**src/scep_params.svh**
```systemverilog
// constants for the serial config eeprom port: offsets, fields, resets, timing
`ifndef SCEP_PARAMS_SVH
`define SCEP_PARAMS_SVH

`define SCEP_WORD_BITS      16
`define SCEP_HDR_BITS       3
`define SCEP_DATA_POS       8
`define SCEP_DATA_BITS      8

// synchronised pin vector positions inside the device
`define SCEP_PIN_TEST       0
`define SCEP_PIN_SCLK       1
`define SCEP_PIN_SI         2
`define SCEP_PIN_EN         3
`define SCEP_PIN_VPP        4
`define SCEP_PIN_COUNT      5

// nonvolatile register addresses
`define SCEP_ADDR_LOOP      2'h0
`define SCEP_ADDR_POLE      2'h1

// loop_filter_drive_config fields
`define SCEP_ZERO_MSB       7
`define SCEP_ZERO_LSB       5
`define SCEP_COAST_BIT      4
`define SCEP_SYNC_BIT       3
`define SCEP_GAIN_MSB       2
`define SCEP_GAIN_LSB       0
// pole_and_speed_feedback_config fields
`define SCEP_POLE_MSB       7
`define SCEP_POLE_LSB       2
`define SCEP_FB_MSB         1
`define SCEP_FB_LSB         0

`define SCEP_LOOP_RESET     8'h88
`define SCEP_POLE_RESET     8'h71

// programmer apb register offsets
`define SCEP_OFF_CTRL       12'h000
`define SCEP_OFF_CMD        12'h004
`define SCEP_OFF_STATUS     12'h008
`define SCEP_CTRL_TEST_BIT  0
`define SCEP_CTRL_AUTO_BIT  1
`define SCEP_CMD_RD_BIT     2
`define SCEP_ST_BUSY_BIT    0
`define SCEP_ST_DONE_BIT    1

// timing
`define SCEP_CLK_HZ         20000000
`define SCEP_PROG_TIME_MS   5
`define SCEP_PROG_CYCLES    ((`SCEP_PROG_TIME_MS * `SCEP_CLK_HZ + 999) / 1000)
`define SCEP_SCLK_HALF      8

`endif

```
**src/scep_pkg.sv**
```systemverilog
// types shared by both ends of the serial config eeprom port
package scep_pkg;

    typedef struct packed {
        logic [4:0]  s1;
        logic [4:0]  s2;
        logic [4:0]  s3;
        logic [4:0]  lvl;
        logic        armed;
        logic [4:0]  cnt;
        logic [15:0] sh;
        logic [1:0]  rd_addr;
        logic        rd_sel;
        logic [7:0]  rd_sh;
        logic        so;
        logic        hold_valid;
        logic [1:0]  hold_addr;
        logic        hold_rd;
        logic [7:0]  hold_data;
        logic [7:0]  nv0;
        logic [7:0]  nv1;
    } scep_dev_state_type;

    typedef enum logic [2:0] {
        SCEP_IDLE     = 3'b000,
        SCEP_SHIFT_LO = 3'b001,
        SCEP_SHIFT_HI = 3'b010,
        SCEP_TAIL     = 3'b011,
        SCEP_PROG     = 3'b100,
        SCEP_GAP      = 3'b101
    } scep_host_fsm_type;

    typedef struct packed {
        scep_host_fsm_type fsm;
        logic [7:0]  div;
        logic [4:0]  bit_cnt;
        logic [23:0] prog_cnt;
        logic [15:0] word;
        logic        rd_cmd;
        logic [7:0]  rdata;
        logic        done;
        logic        test;
        logic        auto_prog;
        logic        sclk;
        logic        en;
        logic        si;
        logic        vpp;
        logic        so_s1;
        logic        so_s2;
        logic        so_s3;
        logic        so_lvl;
        logic        pready;
        logic        pslverr;
        logic [31:0] prdata;
    } scep_host_state_type;

endpackage

```
**src/scep_link_if.sv**
```systemverilog
// serial test pins joining the programmer and the device
`timescale 1ns/1ps
interface scep_link_if;
    logic test_mode;
    logic shift_clk;
    logic serial_in;
    logic transfer_enable_pin;
    logic prog_strobe;
    logic serial_out;
    logic serial_out_oe;
    wire  serial_out_line;

    // undriven output line reads low
    assign serial_out_line = serial_out_oe ? serial_out : 1'b0;

    modport device (
        input  test_mode,
        input  shift_clk,
        input  serial_in,
        input  transfer_enable_pin,
        input  prog_strobe,
        output serial_out,
        output serial_out_oe
    );

    modport programmer (
        output test_mode,
        output shift_clk,
        output serial_in,
        output transfer_enable_pin,
        output prog_strobe,
        input  serial_out_line
    );
endinterface

```
**src/scep_device.sv**
```systemverilog
// device end: serial test port and the two nonvolatile configuration registers
`timescale 1ns/1ps
`include "scep_params.svh"

module scep_device
    import scep_pkg::*;
#(
    parameter logic [7:0] LOOP_RESET = `SCEP_LOOP_RESET,
    parameter logic [7:0] POLE_RESET = `SCEP_POLE_RESET
)
(
    input  wire logic   pclk,
    input  wire logic   presetn,
    scep_link_if.device link,
    output logic        serial_mode,
    output logic [2:0]  filter_zero_coefficient,
    output logic        coast_enable,
    output logic        sync_rectify_enable,
    output logic [2:0]  integrator_gain_sel,
    output logic [5:0]  filter_pole_coefficient,
    output logic [1:0]  speed_feedback_freq_sel,
    output logic [7:0]  loop_filter_drive_config,
    output logic [7:0]  pole_and_speed_feedback_config
);

    scep_dev_state_type q;
    scep_dev_state_type d;
    logic [4:0]         pins;
    logic [4:0]         rise;
    logic [4:0]         fall;
    logic               mode;
    logic [4:0]         lvl_next;
    logic [7:0]         rd_byte;
    logic               word_full;
    logic               sclk_step;
    logic               data_phase;

    // pin vector in synchroniser order
    assign pins[`SCEP_PIN_TEST] = link.test_mode;
    assign pins[`SCEP_PIN_SCLK] = link.shift_clk;
    assign pins[`SCEP_PIN_SI]   = link.serial_in;
    assign pins[`SCEP_PIN_EN]   = link.transfer_enable_pin;
    assign pins[`SCEP_PIN_VPP]  = link.prog_strobe;

    // per pin: a level moves only once stages two and three agree
    for (genvar g = 0; g < `SCEP_PIN_COUNT; g++)
    begin : g_pin
        assign lvl_next[g] = (q.s2[g] == q.s3[g]) ? q.s2[g] : q.lvl[g];
        assign rise[g]     = lvl_next[g] && !q.lvl[g];
        assign fall[g]     = !lvl_next[g] && q.lvl[g];
    end

    always_comb
    begin
        d    = q;
        d.s1 = pins;
        d.s2 = q.s1;
        d.s3 = q.s2;
        d.lvl = lvl_next;
        mode  = q.lvl[`SCEP_PIN_TEST];

        // a word counts only at exactly sixteen rises
        word_full  = (q.cnt == 5'(`SCEP_WORD_BITS));
        // shifting stops at a full word until the next enable rise
        sclk_step  = rise[`SCEP_PIN_SCLK] && q.armed && q.lvl[`SCEP_PIN_EN]
                     && !word_full;
        // readout bits follow the header and filler
        data_phase = (q.cnt >= 5'(`SCEP_DATA_POS))
                     && (q.cnt < 5'(`SCEP_WORD_BITS - 1));

        // addresses two and three read back as zero
        unique case (q.rd_addr)
            `SCEP_ADDR_LOOP: rd_byte = q.nv0;
            `SCEP_ADDR_POLE: rd_byte = q.nv1;
            default:         rd_byte = 8'h00;
        endcase

        if (!mode)
        begin
            // outside test mode the port is dead
            d.armed      = 1'b0;
            d.so         = 1'b0;
            d.hold_valid = 1'b0;
        end
        else
        begin
            if (rise[`SCEP_PIN_EN])
            begin
                // a new word discards any held, uncommitted word
                d.armed      = 1'b1;
                d.cnt        = 5'h00;
                d.rd_sel     = 1'b0;
                d.so         = 1'b0;
                d.hold_valid = 1'b0;
            end
            else if (fall[`SCEP_PIN_EN])
            begin
                d.armed      = 1'b0;
                // only a full word settles into the holding register
                d.hold_valid = q.armed && word_full;
                d.hold_addr  = q.sh[1:0];
                d.hold_rd    = q.sh[`SCEP_HDR_BITS-1];
                d.hold_data  = q.sh[`SCEP_WORD_BITS-1:`SCEP_DATA_POS];
                d.so         = 1'b0;
            end
            else if (sclk_step)
            begin
                // lsb first: the first bit ends at sh[0]
                d.sh  = {q.lvl[`SCEP_PIN_SI], q.sh[15:1]};
                d.cnt = q.cnt + 5'h01;
                // header complete: keep address and direction for readout
                if (q.cnt == 5'(`SCEP_HDR_BITS - 1))
                begin
                    d.rd_addr = q.sh[15:14];
                    d.rd_sel  = q.lvl[`SCEP_PIN_SI];
                end
                if (q.cnt == 5'(`SCEP_DATA_POS - 1))
                begin
                    if (q.rd_sel)
                    begin
                        // current contents at the time of the read
                        d.so    = rd_byte[0];
                        d.rd_sh = {1'b0, rd_byte[7:1]};
                    end
                end
                else if (data_phase)
                begin
                    d.so    = q.rd_sh[0];
                    d.rd_sh = {1'b0, q.rd_sh[7:1]};
                end
                else
                begin
                    // header, filler and the last rise drive zero
                    d.so = 1'b0;
                end
            end
            if (rise[`SCEP_PIN_VPP] && q.hold_valid)
            begin
                // the held word is spent by one strobe
                d.hold_valid = 1'b0;
                if (!q.hold_rd)
                begin
                    if (q.hold_addr == `SCEP_ADDR_LOOP)
                    begin
                        d.nv0 = q.hold_data;
                    end
                    if (q.hold_addr == `SCEP_ADDR_POLE)
                    begin
                        d.nv1 = q.hold_data;
                    end
                end
            end
        end
    end

    // nonvolatile contents come up at their default values
    always_ff @(posedge pclk or negedge presetn)
    begin
        if (!presetn)
        begin
            q     <= '0;
            q.nv0 <= LOOP_RESET;
            q.nv1 <= POLE_RESET;
        end
        else
        begin
            q <= d;
        end
    end

    assign serial_mode        = q.lvl[`SCEP_PIN_TEST];
    assign link.serial_out    = q.so;
    // output line driven only while test mode is seen
    assign link.serial_out_oe = q.lvl[`SCEP_PIN_TEST];

    // exactly two registers, decoded into their fields
    assign loop_filter_drive_config       = q.nv0;
    assign pole_and_speed_feedback_config = q.nv1;
    assign filter_zero_coefficient = q.nv0[`SCEP_ZERO_MSB:`SCEP_ZERO_LSB];
    assign coast_enable            = q.nv0[`SCEP_COAST_BIT];
    assign sync_rectify_enable     = q.nv0[`SCEP_SYNC_BIT];
    assign integrator_gain_sel     = q.nv0[`SCEP_GAIN_MSB:`SCEP_GAIN_LSB];
    assign filter_pole_coefficient = q.nv1[`SCEP_POLE_MSB:`SCEP_POLE_LSB];
    assign speed_feedback_freq_sel = q.nv1[`SCEP_FB_MSB:`SCEP_FB_LSB];

endmodule

```
**src/flat_wrapper.sv**
```systemverilog
// flat-port wrapper written by rule: the top's interface ports become plain ports
module scep_device_flat import scep_pkg::*;
#(
    parameter logic [7:0] LOOP_RESET = `SCEP_LOOP_RESET,
    parameter logic [7:0] POLE_RESET = `SCEP_POLE_RESET
)
  (pclk, presetn, serial_mode, filter_zero_coefficient, coast_enable, sync_rectify_enable, integrator_gain_sel, filter_pole_coefficient, speed_feedback_freq_sel, loop_filter_drive_config, pole_and_speed_feedback_config, link_test_mode, link_shift_clk, link_serial_in, link_transfer_enable_pin, link_prog_strobe, link_serial_out, link_serial_out_oe);
  scep_link_if link_i ();
  input  wire logic pclk;
  input  wire logic presetn;
  output logic serial_mode;
  output logic [2:0] filter_zero_coefficient;
  output logic coast_enable;
  output logic sync_rectify_enable;
  output logic [2:0] integrator_gain_sel;
  output logic [5:0] filter_pole_coefficient;
  output logic [1:0] speed_feedback_freq_sel;
  output logic [7:0] loop_filter_drive_config;
  output logic [7:0] pole_and_speed_feedback_config;
  input wire logic [$bits(link_i.test_mode)-1:0] link_test_mode;
  input wire logic [$bits(link_i.shift_clk)-1:0] link_shift_clk;
  input wire logic [$bits(link_i.serial_in)-1:0] link_serial_in;
  input wire logic [$bits(link_i.transfer_enable_pin)-1:0] link_transfer_enable_pin;
  input wire logic [$bits(link_i.prog_strobe)-1:0] link_prog_strobe;
  output wire logic [$bits(link_i.serial_out)-1:0] link_serial_out;
  output wire logic [$bits(link_i.serial_out_oe)-1:0] link_serial_out_oe;
  assign link_i.test_mode = link_test_mode;
  assign link_i.shift_clk = link_shift_clk;
  assign link_i.serial_in = link_serial_in;
  assign link_i.transfer_enable_pin = link_transfer_enable_pin;
  assign link_i.prog_strobe = link_prog_strobe;
  assign link_serial_out = link_i.serial_out;
  assign link_serial_out_oe = link_i.serial_out_oe;
  scep_device #(.LOOP_RESET(LOOP_RESET), .POLE_RESET(POLE_RESET)) u_core (.pclk(pclk), .presetn(presetn), .link(link_i), .serial_mode(serial_mode), .filter_zero_coefficient(filter_zero_coefficient), .coast_enable(coast_enable), .sync_rectify_enable(sync_rectify_enable), .integrator_gain_sel(integrator_gain_sel), .filter_pole_coefficient(filter_pole_coefficient), .speed_feedback_freq_sel(speed_feedback_freq_sel), .loop_filter_drive_config(loop_filter_drive_config), .pole_and_speed_feedback_config(pole_and_speed_feedback_config));
endmodule
```
**config.mk**
```make
export PLATFORM = sky130hd
export DESIGN_NAME = scep_device_flat
export DESIGN_NICKNAME = d
export VERILOG_FILES = /design/src/scep_pkg.sv /design/src/scep_link_if.sv /design/src/scep_device.sv /design/src/flat_wrapper.sv
export VERILOG_INCLUDE_DIRS = /design/src
export SDC_FILE = /design/constraint.sdc
export NUM_CORES = 1
export LEC_CHECK = 0
export BUFFER_PORTS_ARGS = -buffer_cell sky130_fd_sc_hd__buf_2
export CAP_MARGIN = 5
export CORE_MARGIN = 2
export CORE_UTILIZATION = 40
export CTS_BUF_LIST = sky130_fd_sc_hd__clkbuf_8
export DETAILED_ROUTE_END_ITERATION = 16
export MAX_ROUTING_LAYER = met4
export SLEW_MARGIN = 20
export SYNTH_ARGS = -nofsm -noshare
export SYNTH_HDL_FRONTEND = slang
export SYNTH_SLANG_ARGS = --single-unit
```
**constraint.sdc**
```tcl
create_clock -name pclk -period 4.77 [get_ports pclk]
set_input_delay 0 -clock pclk [delete_from_list [all_inputs] [get_ports pclk]]
set_output_delay 0 -clock pclk [all_outputs]
set_load 0.03 [all_outputs]
```
==> run metrics, run 1 <==
outcome finished, final reports clean; core box area a little under 9000 µm²; DIE AREA a little under 10000 µm²; WHS 0.2552 ns; CP Cell Sequence o21ai_0 -> inv_1 -> ha_1 -> nor3b_1 -> nand2b_1 -> nor4_4 -> mux2_2; simple-gate portion of the synthesized area 7.475%; most frequent cells in the layout 75 x dfrtp_1, 51 x mux2_2, 40 x buf_2; number of core rows 34; ANT nets after route 0; via count approximately 2000; Netlist cell types 37; post-synthesis net count 273; CTS Sinks 81; n_diodes 0; multi-input gate area in the final layout 1221 µm²; Buf/Inv on CP 1; Crit path arrival time ~2.8 ns; sequential share of the synthesized area 57.33%; setup violators final 0; Lkg Pwr 1.908 nW; setup TNS 0 ns; worst-path maximum fanout 8; total of max-cap violations 0; FFs w/ async S/R, synth 100.0%; Max Freq 392.6 MHz; Layout area overhead 9.732%; Largest delay share family, worst path simple AND/OR/NAND/NOR gates; Final Hold Viols 0; largest net degree at the start of global routing 82; DRC 0; routed wl met3 146 µm; drt total wl between 5 and 6 mm; slowest CP cell nor4_4; M1 WL around 2.8 mm; Die Width 98.19 µm; Ys Warns 0; Worst setup SP type flop; dpl hpwl between 3 and 4 mm; register bit count reported by yosys 81; Hold Path Class input port to asynchronous set/reset pin; 1st-pass router iterations 4; EDFF count, synth 0; routed wl met2 ~2.7 mm; Post-Synthesis Cell Area around 3500 µm²; Initial DRC Count 56; root buf cell clkbuf_8; Routability Congestion 0.7742; Setup Skew 0.01452 ns; setup repair after global routing missed its margin no; Avg Synthesized Cell Area 13.65 µm²; Post-Synth XOR/XNOR Area 0.4937%; clock-pin slew on the worst setup and hold paths 0.09 ns; Bufs on Longest Clock Path 2; Main synth FF type dfrtp_1; Adder-Cell Fraction of Synth Area 3.244%; headroom to the max-slew limit 41.29%; period utilisation layout 53.40%; main combinational cell family by area after synthesis multiplexers; multiplexer area fraction after synthesis 19.36%; layout cells sized above 1 40.64%; WS Path Type flop to flop; Crit. End Element flop; total track usage 13.27%; PortBufs 41; Post-layout nets 291; DR WL/cell 14.78 µm; Final min period 2.547 ns; Starting Density 40.89%; CP required about 5.0 ns; Congestion Overflow GR 0; Die Ht 98.19 µm; Least-Margin Pin Slew 0.8788 ns; commonest non-fill, non-tap cell in the layout dfrtp_1; Synth Area in Compound Gates 3.843%; Peak VDD IR 0.1545 mV; CTS Buf Count 9; Overall Power about 1.3 mW; CTS tree yes; Fillers 822; IO Pins 42; vias in the first global route 1937; first-pass GRT wire length 9.798 mm; Slew Limit Fails 0; initial antenna violation count 0; Final Util 44.87%; Pwr Density 331.4 nW/µm²; clock latency on the worst-skew pair 0.34 ns; top sig layer met4; Largest stage delay, worst path around 0.45 ns; Post-Syn Instances 260; H-tree depth 3; register area 2034 µm²; drt via density 5.003; postcts setup bufs 0
[Yosys cell counts, types with 2 or more instances]
library cell,count,area [µm²]
mux2_2,51,574.3
dfstp_2,6,157.7
nand3_1,5,25.02
ha_1,6,75.07
o21ai_0,2,10.01
a22o_1,3,26.28
o31ai_1,7,52.55
buf_4,32,240.2
mux2i_1,9,90.09
clkbuf_1,5,18.77
maj3_1,4,40.04
nor4b_1,3,26.28
and3b_1,3,26.28
xnor2_1,2,17.52
nor2_1,2,7.510
inv_1,5,18.77
nand4bb_1,2,22.52
mux2_1,2,22.52
nand2_1,14,52.55
nor2b_1,4,25.02
dfrtp_1,75,1877
buf_2,3,15.01
[per-stage QoR]
step	instances	setup slack (ns)	instance area [µm²]
floorplan	260	2.622	3548
global placement	369	2.387	3617
detailed placement	369	2.272	3617
CTS	391	2.230	3890
global route	391	1.975	3894
finish	391	2.223	3894
[what timing repair did]
item / in CTS / in global routing
setup endpoints to repair: 0 / 0
hold buffers: 6 / 0
resized for setup: 0 / 0
hold endpoints to repair: 80 / 0
[final timing paths]
kind / start / to / slack [ns] / cells after the start
max in group asynchronous: presetn / u_core.q[35] / 4.01 / 2
worst min-delay path: presetn / u_core.d[75] / 0.26 / 2
worst max-delay path: u_core.d[70] / u_core.q[29] / 2.22 / 7
worst max register to register: u_core.d[70] / u_core.q[29] / 2.22 / 7
min in group pclk: link_test_mode / u_core.d[72] / 0.29 / 2
worst min register to register: u_core.d[73] / u_core.d[68] / 0.35 / 0
[sequential cells by signal, summed over array words and instances, names as in the netlist]
register                               flops
u_core.pole_and_speed_feedback_config      8
u_core.link.serial_out                     1
u_core.d                                  10
u_core.q                                  53
u_core.loop_filter_drive_config            8
u_core.link.serial_out_oe                  1
[layout make-up]
cell class              instances  share of cell area [%]
repair buffers                 47                   6.973
well taps                     108                   3.470
clock inverters                 5                   1.575
inverters                       5                  0.4820
flip-flops and latches         81                   52.25
clock buffers                  11                   3.888
multi-input cells             134                   31.36
[worst register-to-register path, cell delays in order (launching register included)]
cell and delay (ns):
dfrtp_1 0.39, o21ai_0 0.31, inv_1 0.11, ha_1 0.28
nor3b_1 0.33, nand2b_1 0.14, nor4_4 0.45, mux2_2 0.40
[report_power, final]
part	switching [mW]	total, mW	leakage, nW	internal (mW)
clock network	0.247	0.519	0.0982	0.272
registers	0.0109	0.712	1.06	0.701
logic	0.0365	0.0598	0.747	0.0233
[kinds of logic (layout without fill, tap and decap cells)]
kind of cell / count (synthesis) / count (layout)
DFF: 81 / 81
muxes: 62 / 62
buffers and inverters: 45 / 68
and+or+nand+nor: 42 / 42
AOI/OAI and AO/OA: 18 / 18
adders and majority gates: 10 / 10
xor gates and xnor gates: 2 / 2
[per-layer routing]
| metal | vias to the layer above | track usage [%] |
|---|---|---|
| li1 | 921 | - |
| met1 | 999 | 18.30 |
| met2 | 28 | 19.18 |
| met3 | 8 | 2.863 |
| met4 | 0 | 5.374 |
| met5 | - | - |
(Power assumes the default switching activity.)
==> run 2, diff against run 1 <==
Clock period 4.77 ns to 2.4 ns, I/O delays scaled along.
==> run metrics, run 2 (same netlist as run 1, synthesis figures left out) <==
setup TNS 0 ns; Setup Skew about 0.011 ns; dpl hpwl 3.822 mm; largest net degree at the start of global routing 82; Final Util between 40 and 50%; Critical Path Source u_core.q[65]; 1st-pass router iterations 4; total of max-cap violations 0; vias in the first global route about 2000; Routability Congestion 0.7389; postcts setup bufs 0; DP Area 3662 µm²; DIE AREA 9640 µm²; CP required 2.69 ns; DRC 0; Die Width 98.19 µm; Congestion Overflow GR 0; CTS Buf Count 9; n_diodes 0; Post-layout nets around 300; clock latency on the worst-skew pair 0.35 ns; via count 1957; drt total wl 5.670 mm; layout cells sized above 1 41.87%; drt via density 4.929; initial antenna violation count 0; Slew Limit Fails 0; total track usage 12.98%; Crit path arrival time 2.44 ns; setup repair after global routing missed its margin no; IO Pins 42; Hold Path Class input port to asynchronous set/reset pin; Peak VDD IR 0.2498 mV; Final min period 2.155 ns; CTS Sinks 81; Critical R2R Launch u_core.q[65]; Starting Density 40.89%; headroom to the max-slew limit approximately 53%; max FFs per register 53; Final Hold Viols 0; most frequent cells in the layout 75 x dfrtp_1, 51 x mux2_2, 40 x buf_2; Setup WS pre-CTS between 0.1 and 0.15 ns; commonest non-fill, non-tap cell in the layout dfrtp_1; worst-path maximum fanout 7; Layout area overhead 10.68%; post-route cell area about 3900 µm²; clock-pin slew on the worst setup and hold paths 0.08 ns; root buf cell clkbuf_8; Least-Margin Pin Slew between 0.7 and 0.8 ns; Crit. End Element flop; Setup WS post-layout 0.2446 ns; Worst setup SP type flop; PortBufs 41; setup violators final 0; ANT nets after route 0; core box area between 8000 and 9000 µm²; Max Freq 463.9 MHz; first-pass GRT wire length 9.604 mm; H-tree depth 3; Die Ht 98.19 µm; WS Path Type flop to flop; DR WL/cell 14.28 µm; Initial DRC Count 56; Pwr Density approximately 640 nW/µm²; period utilisation layout 89.81%; outcome finished, final reports clean; Bufs on Longest Clock Path 2; number of core rows 34; CTS tree yes; largest reg by FF count u_core.q; Lkg Pwr 1.942 nW
run 2: critical path, cell delays in order (launching register included):
cell and delay, ns:
dfrtp_1 0.41, inv_1 0.08, nand2_1 0.05, o21ai_1 0.14
inv_1 0.09, ha_1 0.23, buf_4 0.16, nor4b_1 0.26
and4_1 0.39, and3b_1 0.19, a221o_1 0.09
run 2: power breakdown:
group | switching, mW | internal (mW) | total [mW]
Clock | 0.472 | 0.501 | 0.974
Sequential | 0.0215 | 1.39 | 1.41
Combinational | 0.0718 | 0.0489 | 0.121
Total | 0.566 | 1.94 | 2.51
run 2: final cells by class:
type                    count  area, µm²
fillers                   832       4751
flip-flops and latches     81       2034
multi-input cells         134       1226
repair buffers             53      316.6
clock buffers              10      137.6
well taps                 108      135.1
clock inverters             6      58.81
inverters                   5      18.77
run 2: final timing paths:
kind | to | slack, ns | depth (start not counted)
min | u_core.d[67] | 0.26 | 2
min in group pclk | u_core.d[74] | 0.29 | 2
min reg2reg | u_core.d[68] | 0.35 | 0
max reg2reg | u_core.q[58] | 0.24 | 10
max in group asynchronous | u_core.q[60] | 1.65 | 2
max | u_core.q[58] | 0.24 | 10
run 2: routing by layer:
layer  up-vias  global-route usage, %  wire (µm)
met3        11                  2.792        140
met5         -                      -          0
met1       983                  16.37       2674
li1        936                      -          -
met4         0                  6.955        121
met2        27                  19.65       2735
run 2: metrics by stage:
step | instances | power, mW | hold WS [ns]
floorplan | 260 | 1.502 | -0.2956
global placement | 375 | 1.554 | 0.1092
detailed placement | 375 | 1.556 | 0.1093
CTS | 397 | 2.552 | 0.2690
global route | 397 | 2.633 | 0.2813
finish | 397 | 2.509 | 0.2576
run 2: repair_timing:
item,4_1_cts,5_1_grt
resized for setup,0,2
setup endpoints to repair,0,7
hold buffers,6,0
hold endpoints to repair,80,0
==> run 3, diff against run 2 <==
Settings changed: BUFFER_PORTS_ARGS -buffer_cell sky130_fd_sc_hd__buf_2 to -buffer_cell sky130_fd_sc_hd__clkbuf_2.
==> run metrics, run 3 (same netlist as run 1, synthesis figures left out) <==
outcome finished, final reports clean; total of max-cap violations 0; Final min period 2.171 ns; slowest CP cell dfrtp_1; PortBufs ~40; Lkg Pwr 1.914 nW; Least-Margin Pin Slew 0.7121 ns; CTS Buf Count 9; Post-layout nets between 200 and 300; vias in the first global route 1950; Starting Density 40.89%; Final Util between 40% and 50%; period utilisation layout 90.44%; Initial DRC Count 56; Largest delay share family, worst path simple AND/OR/NAND/NOR gates; Fillers between 800 and 900; Max Freq 460.7 MHz; setup repair after global routing missed its margin no; Critical R2R Launch u_core.q[65]; CP required 2.69 ns; worst-path maximum fanout 7; clock-pin slew on the worst setup and hold paths approximately 0.08 ns; Routability Congestion 0.7254; Congestion Overflow GR 0; Crit. End Element flop; Die Ht just under 100 µm; Peak VDD IR 0.2264 mV; Setup WS pre-CTS 0.09834 ns; IO Pins 42; max FFs per register 53; DIE AREA 9640 µm²; n_diodes 0; Slew Limit Fails 0; Bufs on Longest Clock Path 2; first-pass GRT wire length 9.432 mm; via count 1963; number of core rows 34; Buf/Inv on CP 3; layout cells sized above 1 41.52%; Largest stage delay, worst path 0.42 ns; Setup WS post-layout 0.2294 ns; DR WL/cell 13.97 µm; setup TNS 0 ns; CP most frequent cell inv_1; ANT nets after route 0; drt via density 4.945; placed cells 375; CTS Sinks 81; total track usage approximately an eighth; 1st-pass router iterations 4; WS Path Type flop to flop; DRC 0; commonest non-fill, non-tap cell in the layout dfrtp_1; Hold Path Class input port to asynchronous set/reset pin; non-filler instance count after layout 397; Critical Path Source u_core.q[65]; core box area just under 9000 µm²; CTS tree yes; CP Cell Sequence inv_1 -> nand2_1 -> o21ai_1 -> inv_1 -> ha_1 -> buf_4 -> nor4b_1 -> and4_1 -> and3b_1 -> a221o_1; Die Width 98.19 µm; postcts setup bufs 0; initial antenna violation count 0; Crit path arrival time around 2.5 ns; clock latency on the worst-skew pair 0.35 ns; Worst setup SP type flop; headroom to the max-slew limit 52.53%; most frequent cells in the layout 75 x dfrtp_1, 51 x mux2_2, 40 x clkbuf_2; dpl hpwl around 3.8 mm; root buf cell clkbuf_8; Pwr Density 631.8 nW/µm²; Setup Skew around 0.013 ns; Layout area overhead 10.44%; largest net degree at the start of global routing 82; setup violators final 0; WHS 0.2551 ns; Final Hold Viols 0; drt total wl 5.545 mm; H-tree depth 3; largest reg by FF count u_core.q
## run 3: cell count changes in the layout (fill, tap and decap cells not counted), sizes merged
cell      before  now
clkbuf        10   49
buf           47    7
clkinv         2    3
inv            6    7
clkinvlp       2    1
## run 3: layout make-up
cell class,count,area [µm²],share of cell area [%]
clock buffers,9,123.9,3.161
clock inverters,7,63.81,1.628
inverters,5,18.77,0.4789
multi-input cells,134,1226,31.29
flip-flops and latches,81,2034,51.92
well taps,108,135.1,3.448
repair buffers,53,316.6,8.078
## run 3: metrics by stage
step | power, mW | area (µm²)
global route | 2.590 | 3919
floorplan | 1.502 | 3548
CTS | 2.513 | 3910
finish | 2.476 | 3919
detailed placement | 1.557 | 3662
global placement | 1.554 | 3662
## run 3: timing repair
action | in CTS | in global routing
resized for setup | 0 | 2
endpoints found under the setup margin | 0 | 7
hold endpoints to repair | 80 | 0
hold buffers | 6 | 0
## run 3: routing by layer
metal	up-vias	track usage (%)	wire, µm
li1	935	-	-
met2	24	18.97	2651
met5	-	-	0
met1	992	16.70	2646
met4	0	6.322	124
met3	12	2.577	123
## run 3: where the power goes
part / internal [mW] / switching (mW)
registers: 1.39 / 0.0213
logic: 0.0489 / 0.0724
clock network: 0.471 / 0.469
## run 3: worst paths after layout
kind                       slack (ns)  cells after the start           end
setup / recovery                 0.23                     10  u_core.q[58]
hold / removal                   0.26                      2  u_core.q[68]
setup reg to reg                 0.23                     10  u_core.q[58]
hold reg to reg                  0.35                      0  u_core.d[71]
max in group asynchronous        1.66                      2  u_core.q[30]
min in group pclk                0.29                      2  u_core.d[76]
